`src/inc/ehpsc_pkg.sv`:
```
`default_nettype none
package ehpsc_pkg;
  // ************************************
  // map and layout
  // ************************************
  localparam int NUM_PORTS = 4;
  localparam logic [7:0] PSC_BASE = 8'h64;
  localparam logic [7:0] PSC_STRIDE = 8'h04;
  localparam int WK_OC_BIT = 22;
  localparam int WK_DET_BIT = 21;
  localparam int WK_ATT_BIT = 20;
  localparam int TSEL_LSB = 16;
  localparam int IND_LSB = 14;
  localparam int OWN_BIT = 13;
  localparam int PWR_BIT = 12;
  localparam int CCS_BIT = 0;
  // ************************************
  // reset values
  // ************************************
  localparam logic OWN_RST = 1'b1;
  localparam logic PWR_RST = 1'b0;
  localparam logic WK_RST = 1'b0;
  localparam logic [3:0] TSEL_RST = 4'h0;
  localparam logic [1:0] IND_RST = 2'h0;
  // ************************************
  // test select codes
  // ************************************
  localparam logic [3:0] TSEL_J = 4'h1;
  localparam logic [3:0] TSEL_K = 4'h2;
  localparam logic [3:0] TSEL_SE0 = 4'h3;
  localparam logic [3:0] TSEL_PKT = 4'h4;
  localparam logic [3:0] TSEL_FEN = 4'h5;

  // returns {hit, index}
  function automatic logic [2:0] psc_decode(input logic [7:0] addr);
    logic [7:0] off;
    off = addr - PSC_BASE;
    psc_decode = {(addr >= PSC_BASE) && (off < 8'(NUM_PORTS * 4)) && (off[1:0] == 2'h0), off[3:2]};
  endfunction
endpackage
`default_nettype wire

```
`src/inc/ehpsc_port_if.sv`:
```
`timescale 1ns/10ps
`default_nettype none
interface ehpsc_port_if;
  logic wr_stb;
  logic [31:0] wdata;
  logic cfg_flag;
  logic cfg_rise;
  logic pwr_sw;
  logic pind;
  logic suspended;
  logic connect;
  logic overcurrent;
  logic [31:0] rdata;
  logic wake_evt;
  logic [3:0] test_sel;
  logic [1:0] indicator;
  logic owner;
  logic power;
  modport ctl (output wr_stb, wdata, cfg_flag, cfg_rise, pwr_sw, pind, suspended, connect, overcurrent,
    input rdata, wake_evt, test_sel, indicator, owner, power);
  modport port (input wr_stb, wdata, cfg_flag, cfg_rise, pwr_sw, pind, suspended, connect, overcurrent,
    output rdata, wake_evt, test_sel, indicator, owner, power);
endinterface
`default_nettype wire

```
`src/rtl/ehpsc_port.sv`:
```
`timescale 1ns/10ps
`default_nettype none
module ehpsc_port (
  // clock and control
  input wire logic sys_clk_in,
  input wire logic rst_in,
  input wire logic ce_in,
  // register side
  ehpsc_port_if.port pif
);
  logic wk_oc_q, wk_det_q, wk_att_q, owner_q, power_q, attached_q, oc_q, wake_q;
  logic [3:0] test_sel_q;
  logic [1:0] ind_q;
  logic powered;
  logic ctl_wr;

  // without switches the port is always powered
  assign powered = !pif.pwr_sw || power_q;
  assign ctl_wr = pif.wr_stb && powered;

  // ************************************
  // software fields
  // ************************************
  always_ff @(posedge sys_clk_in) begin
    if (rst_in) begin
      wk_oc_q <= ehpsc_pkg::WK_RST;
      wk_det_q <= ehpsc_pkg::WK_RST;
      wk_att_q <= ehpsc_pkg::WK_RST;
      test_sel_q <= ehpsc_pkg::TSEL_RST;
      ind_q <= ehpsc_pkg::IND_RST;
    end else if (ce_in && ctl_wr) begin
      wk_oc_q <= pif.wdata[ehpsc_pkg::WK_OC_BIT];
      wk_det_q <= pif.wdata[ehpsc_pkg::WK_DET_BIT];
      wk_att_q <= pif.wdata[ehpsc_pkg::WK_ATT_BIT];
      test_sel_q <= pif.wdata[ehpsc_pkg::TSEL_LSB +: 4];
      if (pif.pind) begin
        ind_q <= pif.wdata[ehpsc_pkg::IND_LSB +: 2];
      end
    end
  end

  always_ff @(posedge sys_clk_in) begin
    if (rst_in) begin
      power_q <= ehpsc_pkg::PWR_RST;
    end else if (ce_in && pif.wr_stb && pif.pwr_sw) begin
      power_q <= pif.wdata[ehpsc_pkg::PWR_BIT];
    end
  end

  // configure flag overrides software
  always_ff @(posedge sys_clk_in) begin
    if (rst_in) begin
      owner_q <= ehpsc_pkg::OWN_RST;
    end else if (ce_in) begin
      if (!pif.cfg_flag) begin
        owner_q <= 1'b1;
      end else if (pif.cfg_rise) begin
        owner_q <= 1'b0;
      end else if (ctl_wr) begin
        owner_q <= pif.wdata[ehpsc_pkg::OWN_BIT];
      end
    end
  end

  // ************************************
  // status and wake
  // ************************************
  always_ff @(posedge sys_clk_in) begin
    if (rst_in) begin
      attached_q <= 1'b0;
      oc_q <= 1'b0;
      wake_q <= 1'b0;
    end else if (ce_in) begin
      attached_q <= pif.connect && powered;
      oc_q <= pif.overcurrent && powered;
      wake_q <= pif.suspended && powered && ((pif.connect && !attached_q && wk_att_q) ||
        (!pif.connect && attached_q && wk_det_q) || (pif.overcurrent && !oc_q && wk_oc_q));
    end
  end

  // reserved bits read zero; enable bit never set here
  always_comb begin
    pif.rdata = 32'h0;
    pif.rdata[ehpsc_pkg::WK_OC_BIT] = wk_oc_q;
    pif.rdata[ehpsc_pkg::WK_DET_BIT] = wk_det_q;
    pif.rdata[ehpsc_pkg::WK_ATT_BIT] = wk_att_q;
    pif.rdata[ehpsc_pkg::TSEL_LSB +: 4] = test_sel_q;
    pif.rdata[ehpsc_pkg::IND_LSB +: 2] = ind_q;
    pif.rdata[ehpsc_pkg::OWN_BIT] = owner_q;
    pif.rdata[ehpsc_pkg::PWR_BIT] = powered;
    pif.rdata[ehpsc_pkg::CCS_BIT] = attached_q && powered;
  end

  assign pif.wake_evt = wake_q;
  assign pif.test_sel = test_sel_q;
  assign pif.indicator = ind_q;
  assign pif.owner = owner_q;
  assign pif.power = powered;

  // ************************************
  // checks
  // ************************************
  chk_reset_state: assert property (@(posedge sys_clk_in) rst_in |=>
    owner_q && test_sel_q == 4'h0 && !attached_q && !wk_oc_q)
    else $error("port state wrong after reset");
  chk_ind_locked: assert property (@(posedge sys_clk_in) disable iff (rst_in)
    ce_in && pif.wr_stb && !pif.pind |=> $stable(ind_q))
    else $error("indicator changed without support");
  chk_power_gate: assert property (@(posedge sys_clk_in) disable iff (rst_in)
    ce_in && pif.pwr_sw && !power_q |=> $stable(test_sel_q) && $stable(wk_att_q))
    else $error("unpowered port accepted a change");
  chk_wake_awake: assert property (@(posedge sys_clk_in) disable iff (rst_in)
    ce_in && !pif.suspended |=> !wake_q)
    else $error("wake raised while running");
  chk_no_status: assert property (@(posedge sys_clk_in) disable iff (rst_in)
    pif.pwr_sw && !power_q |-> pif.rdata[ehpsc_pkg::CCS_BIT] == 1'b0)
    else $error("unpowered port reports status");
endmodule // ehpsc_port
`default_nettype wire

```
`src/rtl/ehpsc_top.sv`:
```
// What this block does
// - aux-well registers reset only by reset
// - reset shows no device, port disabled
// - bit 22 enables wake on overcurrent
// - bit 21 enables wake on detach
// - bit 20 enables wake on attach
// - test select field, zero means normal
// - codes 1 J, 2 K, 3 SE0_NAK
// - four registers from 64h, four apart
// - ownership reset one, follows configure flag
// - indicator writes need advertised support
// - power bit gates port function
`timescale 1ns/10ps
`default_nettype none
module ehpsc_top (
  // clock and control
  input wire logic sys_clk_in,
  input wire logic rst_in,
  input wire logic ce_in,
  // register access
  input wire logic reg_wr_en_in,
  input wire logic reg_rd_en_in,
  input wire logic [7:0] reg_addr_in,
  input wire logic [31:0] reg_wdata_in,
  output logic [31:0] reg_rdata_out,
  output logic reg_rdata_valid_out,
  // controller state
  input wire logic configure_flag_in,
  input wire logic power_switch_support_in,
  input wire logic indicator_support_in,
  input wire logic controller_suspended_in,
  // port lines
  input wire logic [3:0] port_connect_in,
  input wire logic [3:0] port_overcurrent_in,
  output logic [3:0] port_power_out,
  output logic [3:0] companion_ownership_out,
  output logic [7:0] indicator_control_out,
  output logic [3:0] test_j_out,
  output logic [3:0] test_k_out,
  output logic [3:0] test_se0_nak_out,
  output logic [3:0] test_packet_out,
  output logic [3:0] test_force_enable_out,
  output logic [3:0] test_active_out,
  output logic wake_request_out
);
  localparam int NP = ehpsc_pkg::NUM_PORTS;

  logic cfg_q;
  logic [2:0] wr_dec, rd_dec;
  logic [NP-1:0] wake_w, power_w, owner_w;
  logic [3:0] sel_w [NP];
  logic [1:0] ind_w [NP];
  logic [31:0] rd_w [NP];
  logic [31:0] reg_rdata_q;
  logic reg_rdata_valid_q, wake_request_q;
  logic [3:0] power_q, owner_q, j_q, k_q, se0_q, pkt_q, fen_q, act_q;
  logic [7:0] ind_q;

  ehpsc_port_if pif[NP] ();

  // ************************************
  // address decode
  // ************************************
  assign wr_dec = ehpsc_pkg::psc_decode(reg_addr_in);
  assign rd_dec = ehpsc_pkg::psc_decode(reg_addr_in);

  // edge of the configure flag, caught here once for all ports
  always_ff @(posedge sys_clk_in) begin
    if (rst_in) begin
      cfg_q <= 1'b0;
    end else if (ce_in) begin
      cfg_q <= configure_flag_in;
    end
  end

  // ************************************
  // ports
  // ************************************
  for (genvar g = 0; g < NP; g++) begin : g_port
    assign pif[g].wr_stb = reg_wr_en_in && wr_dec[2] && (wr_dec[1:0] == 2'(g));
    assign pif[g].wdata = reg_wdata_in;
    assign pif[g].cfg_flag = configure_flag_in;
    assign pif[g].cfg_rise = configure_flag_in && !cfg_q;
    assign pif[g].pwr_sw = power_switch_support_in;
    assign pif[g].pind = indicator_support_in;
    assign pif[g].suspended = controller_suspended_in;
    assign pif[g].connect = port_connect_in[g];
    assign pif[g].overcurrent = port_overcurrent_in[g];
    assign rd_w[g] = pif[g].rdata;
    assign wake_w[g] = pif[g].wake_evt;
    assign power_w[g] = pif[g].power;
    assign owner_w[g] = pif[g].owner;
    assign sel_w[g] = pif[g].test_sel;
    assign ind_w[g] = pif[g].indicator;

    ehpsc_port u_port (
      .sys_clk_in(sys_clk_in),
      .rst_in(rst_in),
      .ce_in(ce_in),
      .pif(pif[g])
    );
  end

  // ************************************
  // read path
  // ************************************
  // unmapped offsets answer zero, a read has no side effects
  always_ff @(posedge sys_clk_in) begin
    if (rst_in) begin
      reg_rdata_q <= 32'h0;
      reg_rdata_valid_q <= 1'b0;
    end else if (ce_in) begin
      reg_rdata_valid_q <= reg_rd_en_in;
      if (reg_rd_en_in) begin
        reg_rdata_q <= rd_dec[2] ? rd_w[rd_dec[1:0]] : 32'h0;
      end
    end
  end

  // ************************************
  // test mode decode
  // ************************************
  // reserved nonzero codes count as test mode but drive nothing
  always_ff @(posedge sys_clk_in) begin
    if (rst_in) begin
      j_q <= 4'h0;
      k_q <= 4'h0;
      se0_q <= 4'h0;
      pkt_q <= 4'h0;
      fen_q <= 4'h0;
      act_q <= 4'h0;
    end else if (ce_in) begin
      for (int i = 0; i < NP; i++) begin
        j_q[i] <= sel_w[i] == ehpsc_pkg::TSEL_J;
        k_q[i] <= sel_w[i] == ehpsc_pkg::TSEL_K;
        se0_q[i] <= sel_w[i] == ehpsc_pkg::TSEL_SE0;
        pkt_q[i] <= sel_w[i] == ehpsc_pkg::TSEL_PKT;
        fen_q[i] <= sel_w[i] == ehpsc_pkg::TSEL_FEN;
        act_q[i] <= sel_w[i] != ehpsc_pkg::TSEL_RST;
      end
    end
  end

  // ************************************
  // port outputs and wake
  // ************************************
  always_ff @(posedge sys_clk_in) begin
    if (rst_in) begin
      power_q <= 4'h0;
      owner_q <= 4'hf;
      ind_q <= 8'h0;
    end else if (ce_in) begin
      power_q <= power_w;
      owner_q <= owner_w;
      for (int i = 0; i < NP; i++) begin
        ind_q[2*i +: 2] <= ind_w[i];
      end
    end
  end

  // one wake line for the controller, any port may raise it
  always_ff @(posedge sys_clk_in) begin
    if (rst_in) begin
      wake_request_q <= 1'b0;
    end else if (ce_in) begin
      wake_request_q <= |wake_w;
    end
  end

  assign reg_rdata_out = reg_rdata_q;
  assign reg_rdata_valid_out = reg_rdata_valid_q;
  assign port_power_out = power_q;
  assign companion_ownership_out = owner_q;
  assign indicator_control_out = ind_q;
  assign test_j_out = j_q;
  assign test_k_out = k_q;
  assign test_se0_nak_out = se0_q;
  assign test_packet_out = pkt_q;
  assign test_force_enable_out = fen_q;
  assign test_active_out = act_q;
  assign wake_request_out = wake_request_q;

  // ************************************
  // checks
  // ************************************
  chk_read_latency: assert property (@(posedge sys_clk_in) disable iff (rst_in)
    ce_in && reg_rd_en_in |=> reg_rdata_valid_out)
    else $error("read answer not one cycle later");
  chk_unmapped_zero: assert property (@(posedge sys_clk_in) disable iff (rst_in)
    ce_in && reg_rd_en_in && !rd_dec[2] |=> reg_rdata_out == 32'h0)
    else $error("unmapped read not zero");
  chk_owner_release: assert property (@(posedge sys_clk_in) disable iff (rst_in)
    (ce_in && configure_flag_in && !cfg_q) ##1 ce_in |=> companion_ownership_out == 4'h0)
    else $error("ownership not released on flag rise");
  chk_owner_forced: assert property (@(posedge sys_clk_in) disable iff (rst_in)
    (ce_in && !configure_flag_in) ##1 ce_in |=> companion_ownership_out == 4'hf)
    else $error("ownership not forced while flag low");
  chk_test_k_decode: assert property (@(posedge sys_clk_in) disable iff (rst_in)
    ce_in |=> test_k_out[0] == ($past(sel_w[0]) == ehpsc_pkg::TSEL_K))
    else $error("K state decode wrong");
  chk_test_normal: assert property (@(posedge sys_clk_in) disable iff (rst_in)
    ce_in && sel_w[1] == 4'h0 |=> !test_active_out[1] && !test_j_out[1])
    else $error("test drive in normal mode");
  chk_wake_quiet: assert property (@(posedge sys_clk_in) disable iff (rst_in)
    ce_in && wake_w == 4'h0 |=> !wake_request_out)
    else $error("wake without port event");
  chk_wr_readback: assert property (@(posedge sys_clk_in) disable iff (rst_in)
    ce_in && reg_wr_en_in && wr_dec == 3'b100 && power_w[0] ##1 ce_in && reg_rd_en_in && rd_dec == 3'b100
    |=> reg_rdata_out[ehpsc_pkg::WK_ATT_BIT] == $past(reg_wdata_in[ehpsc_pkg::WK_ATT_BIT], 2))
    else $error("attach wake enable not stored");
endmodule // ehpsc_top
`default_nettype wire

```
`config.mk`:
```
export PLATFORM = sky130hd
export DESIGN_NAME = ehpsc_top
export DESIGN_NICKNAME = d
export VERILOG_FILES = /design/src/inc/ehpsc_pkg.sv /design/src/inc/ehpsc_port_if.sv /design/src/rtl/ehpsc_port.sv /design/src/rtl/ehpsc_top.sv
export SDC_FILE = /design/constraint.sdc
export NUM_CORES = 1
export LEC_CHECK = 0
export BUFFER_PORTS_ARGS = -buffer_cell sky130_fd_sc_hd__buf_2
export CAP_MARGIN = 20
export CORE_UTILIZATION = 49
export CTS_BUF_LIST = sky130_fd_sc_hd__clkbuf_8
export DETAILED_ROUTE_END_ITERATION = 8
export PLACE_DENSITY_LB_ADDON = 0.05
export SLEW_MARGIN = 20
export SYNTH_ARGS = -nofsm -noshare
export SYNTH_HDL_FRONTEND = slang
export SYNTH_SLANG_ARGS = --single-unit
export TNS_END_PERCENT = 50
```
`constraint.sdc`:
```
create_clock -name sys_clk_in -period 4.95 [get_ports sys_clk_in]
set_clock_uncertainty 0.1 [all_clocks]
set_input_delay 0.7425 -clock sys_clk_in [delete_from_list [all_inputs] [get_ports sys_clk_in]]
set_output_delay 0.7425 -clock sys_clk_in [all_outputs]
set_load 0.01 [all_outputs]
```
; ---- After elaboration in Yosys (flattened, before gate mapping)
; Cells that the tools add are included.
[totals]
word_cells = 211
output_inout_bits = 74
input_bits = 57
regBits = 131
[classes]
eq_ne = 27
n_mux = 16
add_sub_neg = 1
n_reduce_logical = 110
bitwise = 1
magnitude_cmp = 3
[op_table]
columns = operator, count
row1 = 2-to-1 mux 32 bit, 3
row2 = logical AND 1 bit, 68
row3 = binary-select mux 32 bit (select 2 bit), 1
row4 = == test 4 x 2 -> 1 bit (second input constant), 8
row5 = == test 4 x 3 -> 1 bit (second input constant), 8
row6 = AND reduction 2 bit, 9
row7 = == test 4 x 1 -> 1 bit (second input constant), 4
row8 = nonzero test 4 bit, 4
row9 = logical NOT 1 bit, 14
row10 = logical OR 1 bit, 12
row11 = 2-to-1 mux 1 bit, 12
row12 = inequality test 3 x 1 -> 1 bit (second input constant), 4
row13 = greater-or-equal comparator 8 x 7 -> 1 bit (second input constant), 1
row14 = less-than comparator 8 x 5 -> 1 bit (second input constant), 1
row15 = subtractor 8 x 7 -> 8 bit (second input constant), 1
row16 = == test 2 bit (second input constant), 2
row17 = logical NOT 2 bit, 2
row18 = OR reduction 4 bit, 1
row19 = greater-or-equal comparator 3 bit (second input constant), 1
row20 = NOT 2 -> 3 bit, 1
row21 = == test 2 x 1 -> 1 bit (second input constant), 1

; ---- Depth between registers and ports, before layout
; Gate-level depths: netlist of run 1.
[depth]
depth_word = 10
depth_mapped = 9
depth_no_buf = 6

; ---- Hierarchy
; Synthesis of run 1 repeated with hierarchy kept, for this count alone.
[unflattened]
hier_cells = 734
area_unflattened_um2 = 7160.6
[by_module_without_submodules]
columns = mod, area_each_um2, seq_area_each_um2, instances, cells_per_inst
row1 = ehpsc_port, 912.1, 280.3, 4, 107
row2 = ehpsc_top, 3512.1, 1501.4, 1, 306

; ---- Least setup slack after synthesis of run 1
; OpenSTA, ideal clock, no wires.
[synth_path]
kind = input port to flip-flop
start = input reg_addr_in[2]
end = register g_port[0].u_port.owner_q
cell_stages = 7
n_path_buf = 2
t_arrival_ns = 2.741
path_slack_ns = 1.980
setup_time_ns = 0.129
t_required_ns = 4.721
cell_sequence = buf_6 > buf_2 > inv_1 > ha_1 > o31ai_1 > nand4_2 > mux2i_1
[synth_via]
elab_chain_cells = 9
word_cells_on_any_way = 11
classes_between = 1 x add/sub / 2 x order compare / 1 x eq/ne / 7 x reduce/logical
[synth_rtl]
columns = element, line_no
row1 = "start, declared", ehpsc_top.sv:23  ; input wire logic [7:0] reg_addr_in,
row2 = subtractor 8 x 7 -> 8 bit, ehpsc_pkg.sv:37  ; off = addr - PSC_BASE;
row3 = less-than comparator 8 x 5 -> 1 bit, ehpsc_pkg.sv:38  ; psc_decode = {(addr >= PSC_BASE) && (off < 8'(NUM_PORTS * 4)) && (off[1:0] == 2'h0), off[3:2]};
row4 = logical AND 1 bit (2 in series), ehpsc_pkg.sv:38
row5 = logical AND 1 bit, ehpsc_top.sv:80  ; assign pif[g].wr_stb = reg_wr_en_in && wr_dec[2] && (wr_dec[1:0] == 2'(g));
row6 = logical AND 1 bit *, ehpsc_top.sv:80
row7 = logical AND 1 bit *, ehpsc_port.sv:19  ; assign ctl_wr = pif.wr_stb && powered;
row8 = inequality test 3 x 1 -> 1 bit (no line) *, n/a
row9 = AND reduction 2 bit (no line) *, n/a
row10 = "end signal, assigned", ehpsc_port.sv:53  ; owner_q <= ehpsc_pkg::OWN_RST;
row11 = "end signal, assigned", ehpsc_port.sv:60  ; owner_q <= pif.wdata[ehpsc_pkg::OWN_BIT];
row12 = "end, declared", ehpsc_port.sv:11  ; logic wk_oc_q, wk_det_q, wk_att_q, owner_q, power_q, attached_q, oc_q, wake_q;
; Mark *: on every way between the ends. The rest lies on a longest branch, timed or not.
; A chain may end at the register's enable or synchronous reset.

; ---- Worst setup path after layout of run 1
[layout_path]
start = input reg_addr_in[2]
end = register g_port[1].u_port.test_sel_q[3]
[layout_via]
elab_chain_cells = 8
word_cells_on_any_way = 10
classes_between = 1 x add/sub / 2 x order compare / 1 x eq/ne / 6 x reduce/logical
[layout_rtl]
columns = element, line_no
row1 = subtractor 8 x 7 -> 8 bit, ehpsc_pkg.sv:37
row2 = less-than comparator 8 x 5 -> 1 bit, ehpsc_pkg.sv:38
row3 = logical AND 1 bit (2 in series), ehpsc_pkg.sv:38
row4 = logical AND 1 bit, ehpsc_top.sv:80
row5 = logical AND 1 bit *, ehpsc_top.sv:80
row6 = logical AND 1 bit *, ehpsc_port.sv:19
row7 = logical AND 1 bit *, ehpsc_port.sv:31  ; end else if (ce_in && ctl_wr) begin
row8 = "end signal, assigned", ehpsc_port.sv:29  ; test_sel_q <= ehpsc_pkg::TSEL_RST;
row9 = "end signal, assigned", ehpsc_port.sv:35  ; test_sel_q <= pif.wdata[ehpsc_pkg::TSEL_LSB +: 4];
row10 = "end, declared", ehpsc_port.sv:12  ; logic [3:0] test_sel_q;
; Marked as above.

==> results of run 1 <==
## routing by layer
layer | vias to the layer above | global-route usage, % | part of all wire [%]
met5 | - | 0 | 0
met1 | 1873 | 28.9 | 46
met2 | 118 | 37.8 | 49
met3 | 14 | 3.65 | 4.2
met4 | 0 | 7.14 | 1.5
li1 | 1951 | - | -
## kinds of logic after synthesis
kind of cell	count (synthesis)	share of synthesized area, %
flops	111	43.9
other cells	1	0.0741
compound gates	80	10.5
simple gates	200	22.3
buf+inv	68	6.88
mux	60	15.1
fa+ha+maj	5	1.24
## path summary, 6_finish.rpt
check             slack [ns]  cells past startpoint                     start                                to
setup reg to reg        3.16                      4  g_port[3].u_port.power_q  g_port[3].u_port.pif.test_sel[3]
setup / recovery        1.76                      6            reg_addr_in[2]  g_port[1].u_port.pif.test_sel[3]
hold reg to reg         0.36                      2         reg_rdata_out[18]                 reg_rdata_out[18]
hold / removal          0.36                      2         reg_rdata_out[18]                 reg_rdata_out[18]
## area by class of cell
cell class,instances,area (µm²)
fillers,945,4250
multi-input cells,365,2560
flip-flops and latches,111,2220
repair buffers,91,460
well taps,133,166
clock buffers,9,124
inverters,21,78.8
clock inverters,5,46.3
## stage by stage
stage	cell area (µm²)	instances	setup slack (ns)
floorplan	5130	544	1.98
global placement	5490	721	1.49
detailed placement	5490	721	1.37
CTS	5660	735	1.74
global route	5660	735	1.46
finish	5660	735	1.76
## where the power goes
part / total (mW) / internal (mW) / switching [mW]
clock: 0.498 / 0.185 / 0.313
sequential: 0.911 / 0.904 / 0.00698
combinational: 0.135 / 0.0488 / 0.0866
## registers in the layout, indices dropped and copies added, names as in the netlist, 8 cells and up
signal and flops:
reg_rdata_out 12, g_port.u_port.pif.test_sel 16, indicator_control_out 8, g_port.u_port.pif.indicator 8
## cell usage in the layout, fill, tap and decap left out, types with 4 or more instances in the layout
| cell type | netlist | routed |
|---|---|---|
| conb_1 | 1 | 20 |
| a32oi_1 | 11 | 11 |
| o2bb2ai_1 | 4 | 4 |
| and2_1 | 7 | 7 |
| nand2b_1 | 49 | 49 |
| o31ai_1 | 6 | 6 |
| nand3_1 | 9 | 9 |
| inv_1 | 20 | 20 |
| dfxtp_1 | 111 | 111 |
| clkinv_4 | 0 | 4 |
| a21oi_1 | 25 | 25 |
| a211o_1 | 4 | 4 |
| o21ai_0 | 16 | 16 |
| or4b_1 | 4 | 4 |
| nand3b_1 | 10 | 10 |
| buf_2 | 2 | 89 |
| nor2_1 | 42 | 42 |
| mux2i_1 | 48 | 48 |
| mux4_2 | 9 | 9 |
| nand2_1 | 41 | 41 |
| nor2b_1 | 6 | 6 |
| clkbuf_8 | 0 | 9 |
| nor3_1 | 4 | 4 |
| nand4_1 | 5 | 5 |
| ha_1 | 5 | 5 |
| nand4bb_1 | 4 | 4 |
## critical path, stage by stage
cell     delay, ns
buf_2         0.43
inv_1         0.17
ha_1          0.27
o31ai_1       0.85
nand4_2       0.59
mux2i_1       0.32
==> impl_metrics.env, run 1 <==
export IMPL_hold_viol_final=0
export IMPL_grt_total_usage_pct=22.3
export IMPL_clk_latency_ns=0.37
export IMPL_via_per_inst=5.38
export IMPL_synth_common_cells="dfxtp_1 (111), nand2b_1 (49), mux2i_1 (48)"
export IMPL_post_cts_repair_setup_buffers=0
export IMPL_numPortBuffers=89
export IMPL_cts_sinks=111
export IMPL_path_class="in -> reg"
export IMPL_avgRoutedWirePerCell_um=15.9
export IMPL_synth_cell_types=49
export IMPL_worst_slew_pin_slew_ns=1.02
export IMPL_place_congestion=0.874
export IMPL_yosysTopAreaCell="dfxtp_1"
export IMPL_ctsResizeCount=0
export IMPL_grt_pass1_wl_um=19100
export IMPL_setup_viol=0
export IMPL_async_flop_share_pct=0
export IMPL_diodes=0
export IMPL_power_density_mw_per_mm2=273
export IMPL_grt_max_degree=65
export IMPL_status="complete, no violations"
export IMPL_syn_area_per_cell_um2=9.64
export IMPL_die_y_um=104
export IMPL_finalSetupTns_ns=0
export IMPL_critPathMaxFanout=17
export IMPL_synth_area_mm2=0.00506
export IMPL_ant_nets=0
export IMPL_drc=0
export IMPL_layout_drive_gt1_share_pct=20.3
export IMPL_synth_edf_count=0
export IMPL_htreeDepth=3
export IMPL_grt_pass1_vias=3793
export IMPL_routed_wirelength_um=11700
export IMPL_cts_path_max_buffers=2
export IMPL_yosysMostFrequentCell="dfxtp_1"
export IMPL_cts_buffers=9
export IMPL_dr_pass1_iters=7
export IMPL_syn2layout_area_growth_pct=11.8
export IMPL_required_ns=5.13
export IMPL_p_total_mw=1.54
export IMPL_nNetsFinal=661
export IMPL_fin_crit_sh_pct=64.5
export IMPL_rows=36
export IMPL_synth_main_ff_cell="dfxtp_1"
export IMPL_yosysWarnings=0
export IMPL_first_iter_violations=180
export IMPL_rsz0062_at_grt="false"
export IMPL_holdBufCountCts=0
export IMPL_p_leak_nw=2.48
export IMPL_seq_area_frac_synth_pct=43.9
export IMPL_num_vias=3956
export IMPL_drv_cap=0
export IMPL_io_pin_count=131
export IMPL_path_clk_slew_ns=0.10
export IMPL_cts_root_buf="clkbuf_8"
export IMPL_ys_seq_elements=111
export IMPL_utilization_pct=57.1
export IMPL_grt_ovfl_total=0
export IMPL_maxSlewHeadroom_pct=31.6
export IMPL_finalHoldWorstSlack_ns=0.360
export IMPL_slew_viol_final=0
export IMPL_core_area_mm2=0.00991
export IMPL_ir_drop_v=0.000149
export IMPL_post_dp_hpwl_um=8270
export IMPL_syn_inst=525
export IMPL_start_util_pct=51.0
export IMPL_synthTopCellsByArea="dfxtp_1 (44%), mux2i_1 (9.5%), nand2b_1 (6.1%)"
export IMPL_die_area_mm2=0.0107
export IMPL_yosysTopAreaCellShare_pct=43.9
export IMPL_end_kind="register"
export IMPL_crit_arrival_ns=3.37
export IMPL_final_min_clock_period_ns=3.19
export IMPL_cts_tree="yes"
export IMPL_antenna_found_initial=0
export IMPL_fmax_ghz=0.313
export IMPL_hp_class="reg -> reg"
export IMPL_worst_setup_path_start_kind="input port"
export IMPL_dieWidth_um=104
(Power assumes the default switching activity.)
==> inputs of run 2 (changes only) <==
--- a/config.mk
+++ b/config.mk
@@ -5,6 +5,7 @@
 export SDC_FILE = /design/constraint.sdc
 export NUM_CORES = 1
 export LEC_CHECK = 0
+export ABC_AREA = 1
 export BUFFER_PORTS_ARGS = -buffer_cell sky130_fd_sc_hd__buf_2
 export CAP_MARGIN = 20
 export CORE_UTILIZATION = 49
==> constraint.sdc (replaced) <==
create_clock -name sys_clk_in -period 3.3 [get_ports sys_clk_in]
set_clock_uncertainty 0.1 [all_clocks]
set_input_delay 0.495 -clock sys_clk_in [delete_from_list [all_inputs] [get_ports sys_clk_in]]
set_output_delay 0.495 -clock sys_clk_in [all_outputs]
set_load 0.01 [all_outputs]
==> run 2 against run 1 <==
Compared with the run above:
- via count up 19%
- first-iteration DRC count up 66%
- core utilization down 0.39 points
- sequential power up 53%
- area after synthesis down 1.8%
- final cell count up 22%
- combinational power up 96%
- clock-buffer cell count up 1
- critical path depth up 3
- synthesized cell count up 31%
- cell area down 1.6%
- highest routed layer unchanged
- worst setup slack worse by 0.60 ns
==> impl_metrics.env, run 2 <==
export IMPL_path_delay_family="buffers and inverters"
export IMPL_core_area_mm2=0.00982
export IMPL_synth_main_ff_cell="dfxtp_1"
export IMPL_crit_arrival_ns=2.36
export IMPL_ir_drop_v=0.000278
export IMPL_largest_reg_flops=16
export IMPL_critPathMaxFanout=23
export IMPL_nNetsFinal=821
export IMPL_grt_ovfl_total=0
export IMPL_grt_pass1_vias=4152
export IMPL_diodes=0
export IMPL_fin_crit_sh_pct=64.9
export IMPL_placedInstanceArea_mm2=0.00539
export IMPL_mostFrequentLayoutCells="nand2_1 (121), nor2_1 (112), dfxtp_1 (111), buf_2 (89), a21oi_1 (69)"
export IMPL_cts_path_max_buffers=2
export IMPL_async_flop_share_pct=0
export IMPL_layout_drive_gt1_share_pct=17.3
export IMPL_worst_setup_path_start_kind="input port"
export IMPL_cts_tree="yes"
export IMPL_slowest_delay_ns=0.43
export IMPL_end_kind="register"
export IMPL_nFillCells=991
export IMPL_seq_area_frac_synth_pct=44.7
export IMPL_drc=0
export IMPL_worstPathCellList="buf_2 -> inv_1 -> buf_4 -> ha_1 -> inv_1 -> o21ai_0 -> o22ai_1 -> nand2_1 -> a21oi_1"
export IMPL_cpMostUsedCell="inv_1"
export IMPL_finalSetupTns_ns=0
export IMPL_die_y_um=103
export IMPL_synthTopCellsByArea="dfxtp_1 (45%), nand2_1 (9.1%), nor2_1 (8.5%)"
export IMPL_status="complete, no violations"
export IMPL_rows=36
export IMPL_path_clk_slew_ns=0.10
export IMPL_post_dp_hpwl_um=9030
export IMPL_yosysMostFrequentCell="nand2_1"
export IMPL_synth_cell_types=29
export IMPL_slew_viol_final=0
export IMPL_avgRoutedWirePerCell_um=14.5
export IMPL_hp_class="in -> reg"
export IMPL_critical_path_slowest_cell="ha_1"
export IMPL_cts_root_buf="clkbuf_8"
export IMPL_first_iter_violations=298
export IMPL_yosysTopAreaCell="dfxtp_1"
export IMPL_cts_sinks=111
export IMPL_setup_viol=0
export IMPL_num_vias=4724
export IMPL_htreeDepth=3
export IMPL_final_min_clock_period_ns=2.14
export IMPL_design_area_mm2=0.00557
export IMPL_cts_buffers=9
export IMPL_yosysTopAreaCellShare_pct=44.7
export IMPL_post_cts_repair_setup_buffers=0
export IMPL_register_area_mm2=0.00222
export IMPL_antenna_found_initial=0
export IMPL_ys_seq_elements=111
export IMPL_fmax_ghz=0.467
export IMPL_p_leak_nw=2.48
export IMPL_ctsResizeCount=0
export IMPL_path_buf_inv=4
export IMPL_syn_area_per_cell_um2=7.20
export IMPL_routed_wirelength_um=13000
export IMPL_start_util_pct=50.6
export IMPL_yosysWarnings=0
export IMPL_dieWidth_um=103
export IMPL_io_pin_count=131
export IMPL_place_congestion=0.948
export IMPL_grt_pass1_wl_um=20800
export IMPL_drv_cap=0
export IMPL_multi_input_area_mm2=0.00234
export IMPL_dr_pass1_iters=5
export IMPL_path_class="in -> reg"
export IMPL_power_density_mw_per_mm2=435
export IMPL_required_ns=3.52
export IMPL_hold_viol_final=0
export IMPL_holdBufCountCts=0
export IMPL_grt_total_usage_pct=25.8
export IMPL_synth_area_mm2=0.00497
export IMPL_maxSlewHeadroom_pct=59.8
export IMPL_syn_inst=690
export IMPL_via_per_inst=5.27
export IMPL_rsz0062_at_grt="false"
export IMPL_ant_nets=0
export IMPL_die_area_mm2=0.0105
export IMPL_numPortBuffers=89
export IMPL_synth_common_cells="nand2_1 (121), nor2_1 (112), dfxtp_1 (111)"
export IMPL_worst_slew_pin_slew_ns=0.603
export IMPL_clk_latency_ns=0.38
export IMPL_layout_commonest_cell="nand2_1"
export IMPL_syn2layout_area_growth_pct=12.0
export IMPL_synth_edf_count=0
export IMPL_grt_max_degree=55
[run 2: changes by cell type after synthesis, sizes merged, moves of 45 or more]
cell	before	now
a21oi	25	70
nand2b	49	0
nand2	41	122
mux2i	48	0
o21ai	16	70
nor2	42	121
[run 2: layer usage]
metal	GRT usage, %	share of wire, %
met5	0	0
met4	9.45	1.8
met3	4.41	6.7
met2	38.7	43
met1	37.0	48
[run 2: path summary, 6_finish.rpt]
| kind | slack, ns | startpoint | cells past startpoint | endpoint |
|---|---|---|---|---|
| worst min register to register | 0.36 | companion_ownership_out[2] | 2 | companion_ownership_out[2] |
| worst min-delay path | 0.27 | port_overcurrent_in[3] | 3 | g_port[3].u_port.oc_q |
| worst max-delay path | 1.16 | reg_addr_in[2] | 9 | reg_rdata_out[14] |
| worst max register to register | 1.59 | g_port[0].u_port.power_q | 7 | g_port[0].u_port.pif.indicator[0] |
[run 2: worst reg2reg max path, cell delays in order, from the launching register on]
cell     delay (ns)
dfxtp_1        0.36
nor2_1         0.09
nor2_2         0.24
inv_1          0.12
nor2_2         0.44
nand3_1        0.14
nand2_1        0.09
nor2_1         0.04
[run 2: kinds of logic (layout without fill, tap and decap cells)]
group / after synthesis / in the layout / share of synthesized area (%)
adders and majority gates: 5 / 5 / 1.26
DFF: 111 / 111 / 44.7
buffers and inverters: 98 / 153 / 9.54
other: 1 / 20 / 0.0755
and+or+nand+nor: 316 / 316 / 27.4
AOI/OAI and AO/OA: 159 / 159 / 17.0
[run 2: final cells by class]
cell class | instances | area share [%]
clock buffer | 10 | 2.47
clock inverter | 6 | 0.809
inverter | 41 | 2.76
multi-input combinational | 500 | 42.1
sequential | 111 | 39.9
tap | 133 | 2.99
timing repair buffer | 96 | 8.94
[run 2: power breakdown]
group          switching [mW]  internal, mW
logic                   0.181        0.0833
clock network           0.471         0.299
registers              0.0172          1.37
total                   0.670          1.75
[run 2: stage by stage]
stage | setup WS, ns | hold WS, ns | power, mW | util [%] | cells
finish | 1.16 | 0.266 | 2.42 | 56.7 | 897
global route | 0.992 | 0.263 | 2.54 | 56.7 | 897
CTS | 1.19 | 0.254 | 2.44 | 56.7 | 897
detailed placement | 0.783 | 0.339 | 1.68 | 54.8 | 881
global placement | 0.827 | 0.339 | 1.67 | 54.8 | 881
floorplan | 1.13 | 0.339 | 1.60 | - | 709
==> inputs of run 3 (changes only) <==
==> constraint.sdc (replaced) <==
create_clock -name sys_clk_in -period 1.9 [get_ports sys_clk_in]
set_clock_uncertainty 0.1 [all_clocks]
set_input_delay 0.285 -clock sys_clk_in [delete_from_list [all_inputs] [get_ports sys_clk_in]]
set_output_delay 0.285 -clock sys_clk_in [all_outputs]
set_load 0.01 [all_outputs]
==> run 3 against run 2 <==
Compared with the run above:
- clock-buffer cell count did not move
- critical path depth up 3
- cell area rose by 4.2%
- die area did not move
- global-route usage grew 0.12 points
- routed wire length up 1.6%
- total power up 90%
- critical endpoint is now g_port[3].u_port.wk_oc_q
- largest cell class unchanged
- largest power group unchanged
- highest routed layer unchanged
==> impl_metrics.env, run 3 (synthesis gave the netlist of run 2 again) <==
export IMPL_place_congestion=0.927
export IMPL_ant_nets=0
export IMPL_slew_viol_final=0
export IMPL_final_min_clock_period_ns=1.57
export IMPL_ctsResizeCount=0
export IMPL_fmax_ghz=0.637
export IMPL_worst_setup_path_start_kind="input port"
export IMPL_fin_cells=915
export IMPL_status="complete, no violations"
export IMPL_hold_viol_final=0
export IMPL_hp_class="in -> reg"
export IMPL_crit_start="reg_addr_in[3]"
export IMPL_finalSetupTns_ns=0
export IMPL_via_per_inst=5.29
export IMPL_die_area_mm2=0.0105
export IMPL_critPathMaxFanout=9
export IMPL_end_kind="register"
export IMPL_power_density_mw_per_mm2=795
export IMPL_setup_slack_ns=0.331
export IMPL_cts_root_buf="clkbuf_8"
export IMPL_cts_buffers=9
export IMPL_ir_drop_v=0.000354
export IMPL_cts_tree="yes"
export IMPL_num_vias=4836
export IMPL_setup_viol=0
export IMPL_antenna_found_initial=0
export IMPL_largest_reg_flops=16
export IMPL_r2r_start="g_port[0].u_port.power_q"
export IMPL_dp_slack_ns=-0.0382
export IMPL_grt_pass1_wl_um=20900
export IMPL_fin_crit_sh_pct=82.6
export IMPL_syn2layout_area_growth_pct=16.8
export IMPL_grt_max_degree=75
export IMPL_dieWidth_um=103
export IMPL_grt_total_usage_pct=25.9
export IMPL_post_dp_hpwl_um=9360
export IMPL_nNetsFinal=839
export IMPL_grt_pass1_vias=4224
export IMPL_p_leak_nw=2.62
export IMPL_layout_drive_gt1_share_pct=19.1
export IMPL_grt_ovfl_total=0
export IMPL_cts_path_max_buffers=2
export IMPL_clk_latency_ns=0.38
export IMPL_first_iter_violations=272
export IMPL_start_util_pct=50.6
export IMPL_cts_sinks=111
export IMPL_numPortBuffers=89
export IMPL_die_y_um=103
export IMPL_layout_commonest_cell="nand2_1"
export IMPL_worstHoldStart="port_overcurrent_in[1]"
export IMPL_mostFrequentLayoutCells="nand2_1 (121), nor2_1 (112), dfxtp_1 (111), buf_2 (89), a21oi_1 (69)"
export IMPL_diodes=0
export IMPL_rsz0062_at_grt="false"
export IMPL_htreeDepth=3
export IMPL_core_area_mm2=0.00982
export IMPL_post_cts_repair_setup_buffers=0
export IMPL_dp_cells=899
export IMPL_avgRoutedWirePerCell_um=14.4
export IMPL_crit_arrival_ns=1.74
export IMPL_drc=0
export IMPL_drv_cap=0
export IMPL_io_pin_count=131
export IMPL_holdBufCountCts=0
export IMPL_routed_wirelength_um=13200
export IMPL_path_clk_slew_ns=0.10
export IMPL_dr_pass1_iters=5
export IMPL_required_ns=2.07
export IMPL_rows=36
export IMPL_p_total_mw=4.61
export IMPL_path_class="in -> reg"
## run 3: metrics by stage
stage               instance area [µm²]  util [%]  hold slack, ns
floorplan                          5050         -           0.320
global placement                   5560      56.6           0.341
detailed placement                 5560      56.6           0.351
CTS                                5800      59.1          0.0503
global route                       5800      59.1          0.0584
finish                             5800      59.1          0.0620
## run 3: cell type report
class	count	area, µm²
inverter	41	154
timing repair buffer	114	671
sequential	111	2220
clock buffer	10	138
tap	133	166
fill	1002	4020
multi-input combinational	500	2340
clock inverter	6	108
## run 3: metal layers
metal	global-route usage (%)	vias to the layer above	part of all wire, %
li1	-	2410	-
met5	0	-	0
met1	36.2	2253	49
met4	10.5	0	2.0
met3	3.53	20	4.6
met2	40.2	153	44
## run 3: path summary, 6_finish.rpt
kind	to	slack [ns]	cells after the start
min reg2reg	test_j_out[1]	0.37	2
min	g_port[1].u_port.oc_q	0.06	3
max	g_port[3].u_port.wk_oc_q	0.33	12
max reg2reg	g_port[0].u_port.pif.indicator[0]	0.37	7
## run 3: report_power, final
group | switching [mW] | leakage (nW) | internal [mW]
clock network | 0.806 | 0.128 | 0.910
registers | 0.0304 | 0.903 | 2.38
logic | 0.320 | 1.59 | 0.167
total | 1.16 | 2.62 | 3.46
## run 3: critical path, cell delays in order
cell	delay [ns]
buf_2	0.10
inv_1	0.07
ha_1	0.16
nand2_1	0.07
nand2_1	0.06
nand3_1	0.11
nor2_4	0.16
nand2_2	0.10
nor2_4	0.15
nand3_2	0.24
nor2_1	0.17
nor2_1	0.06
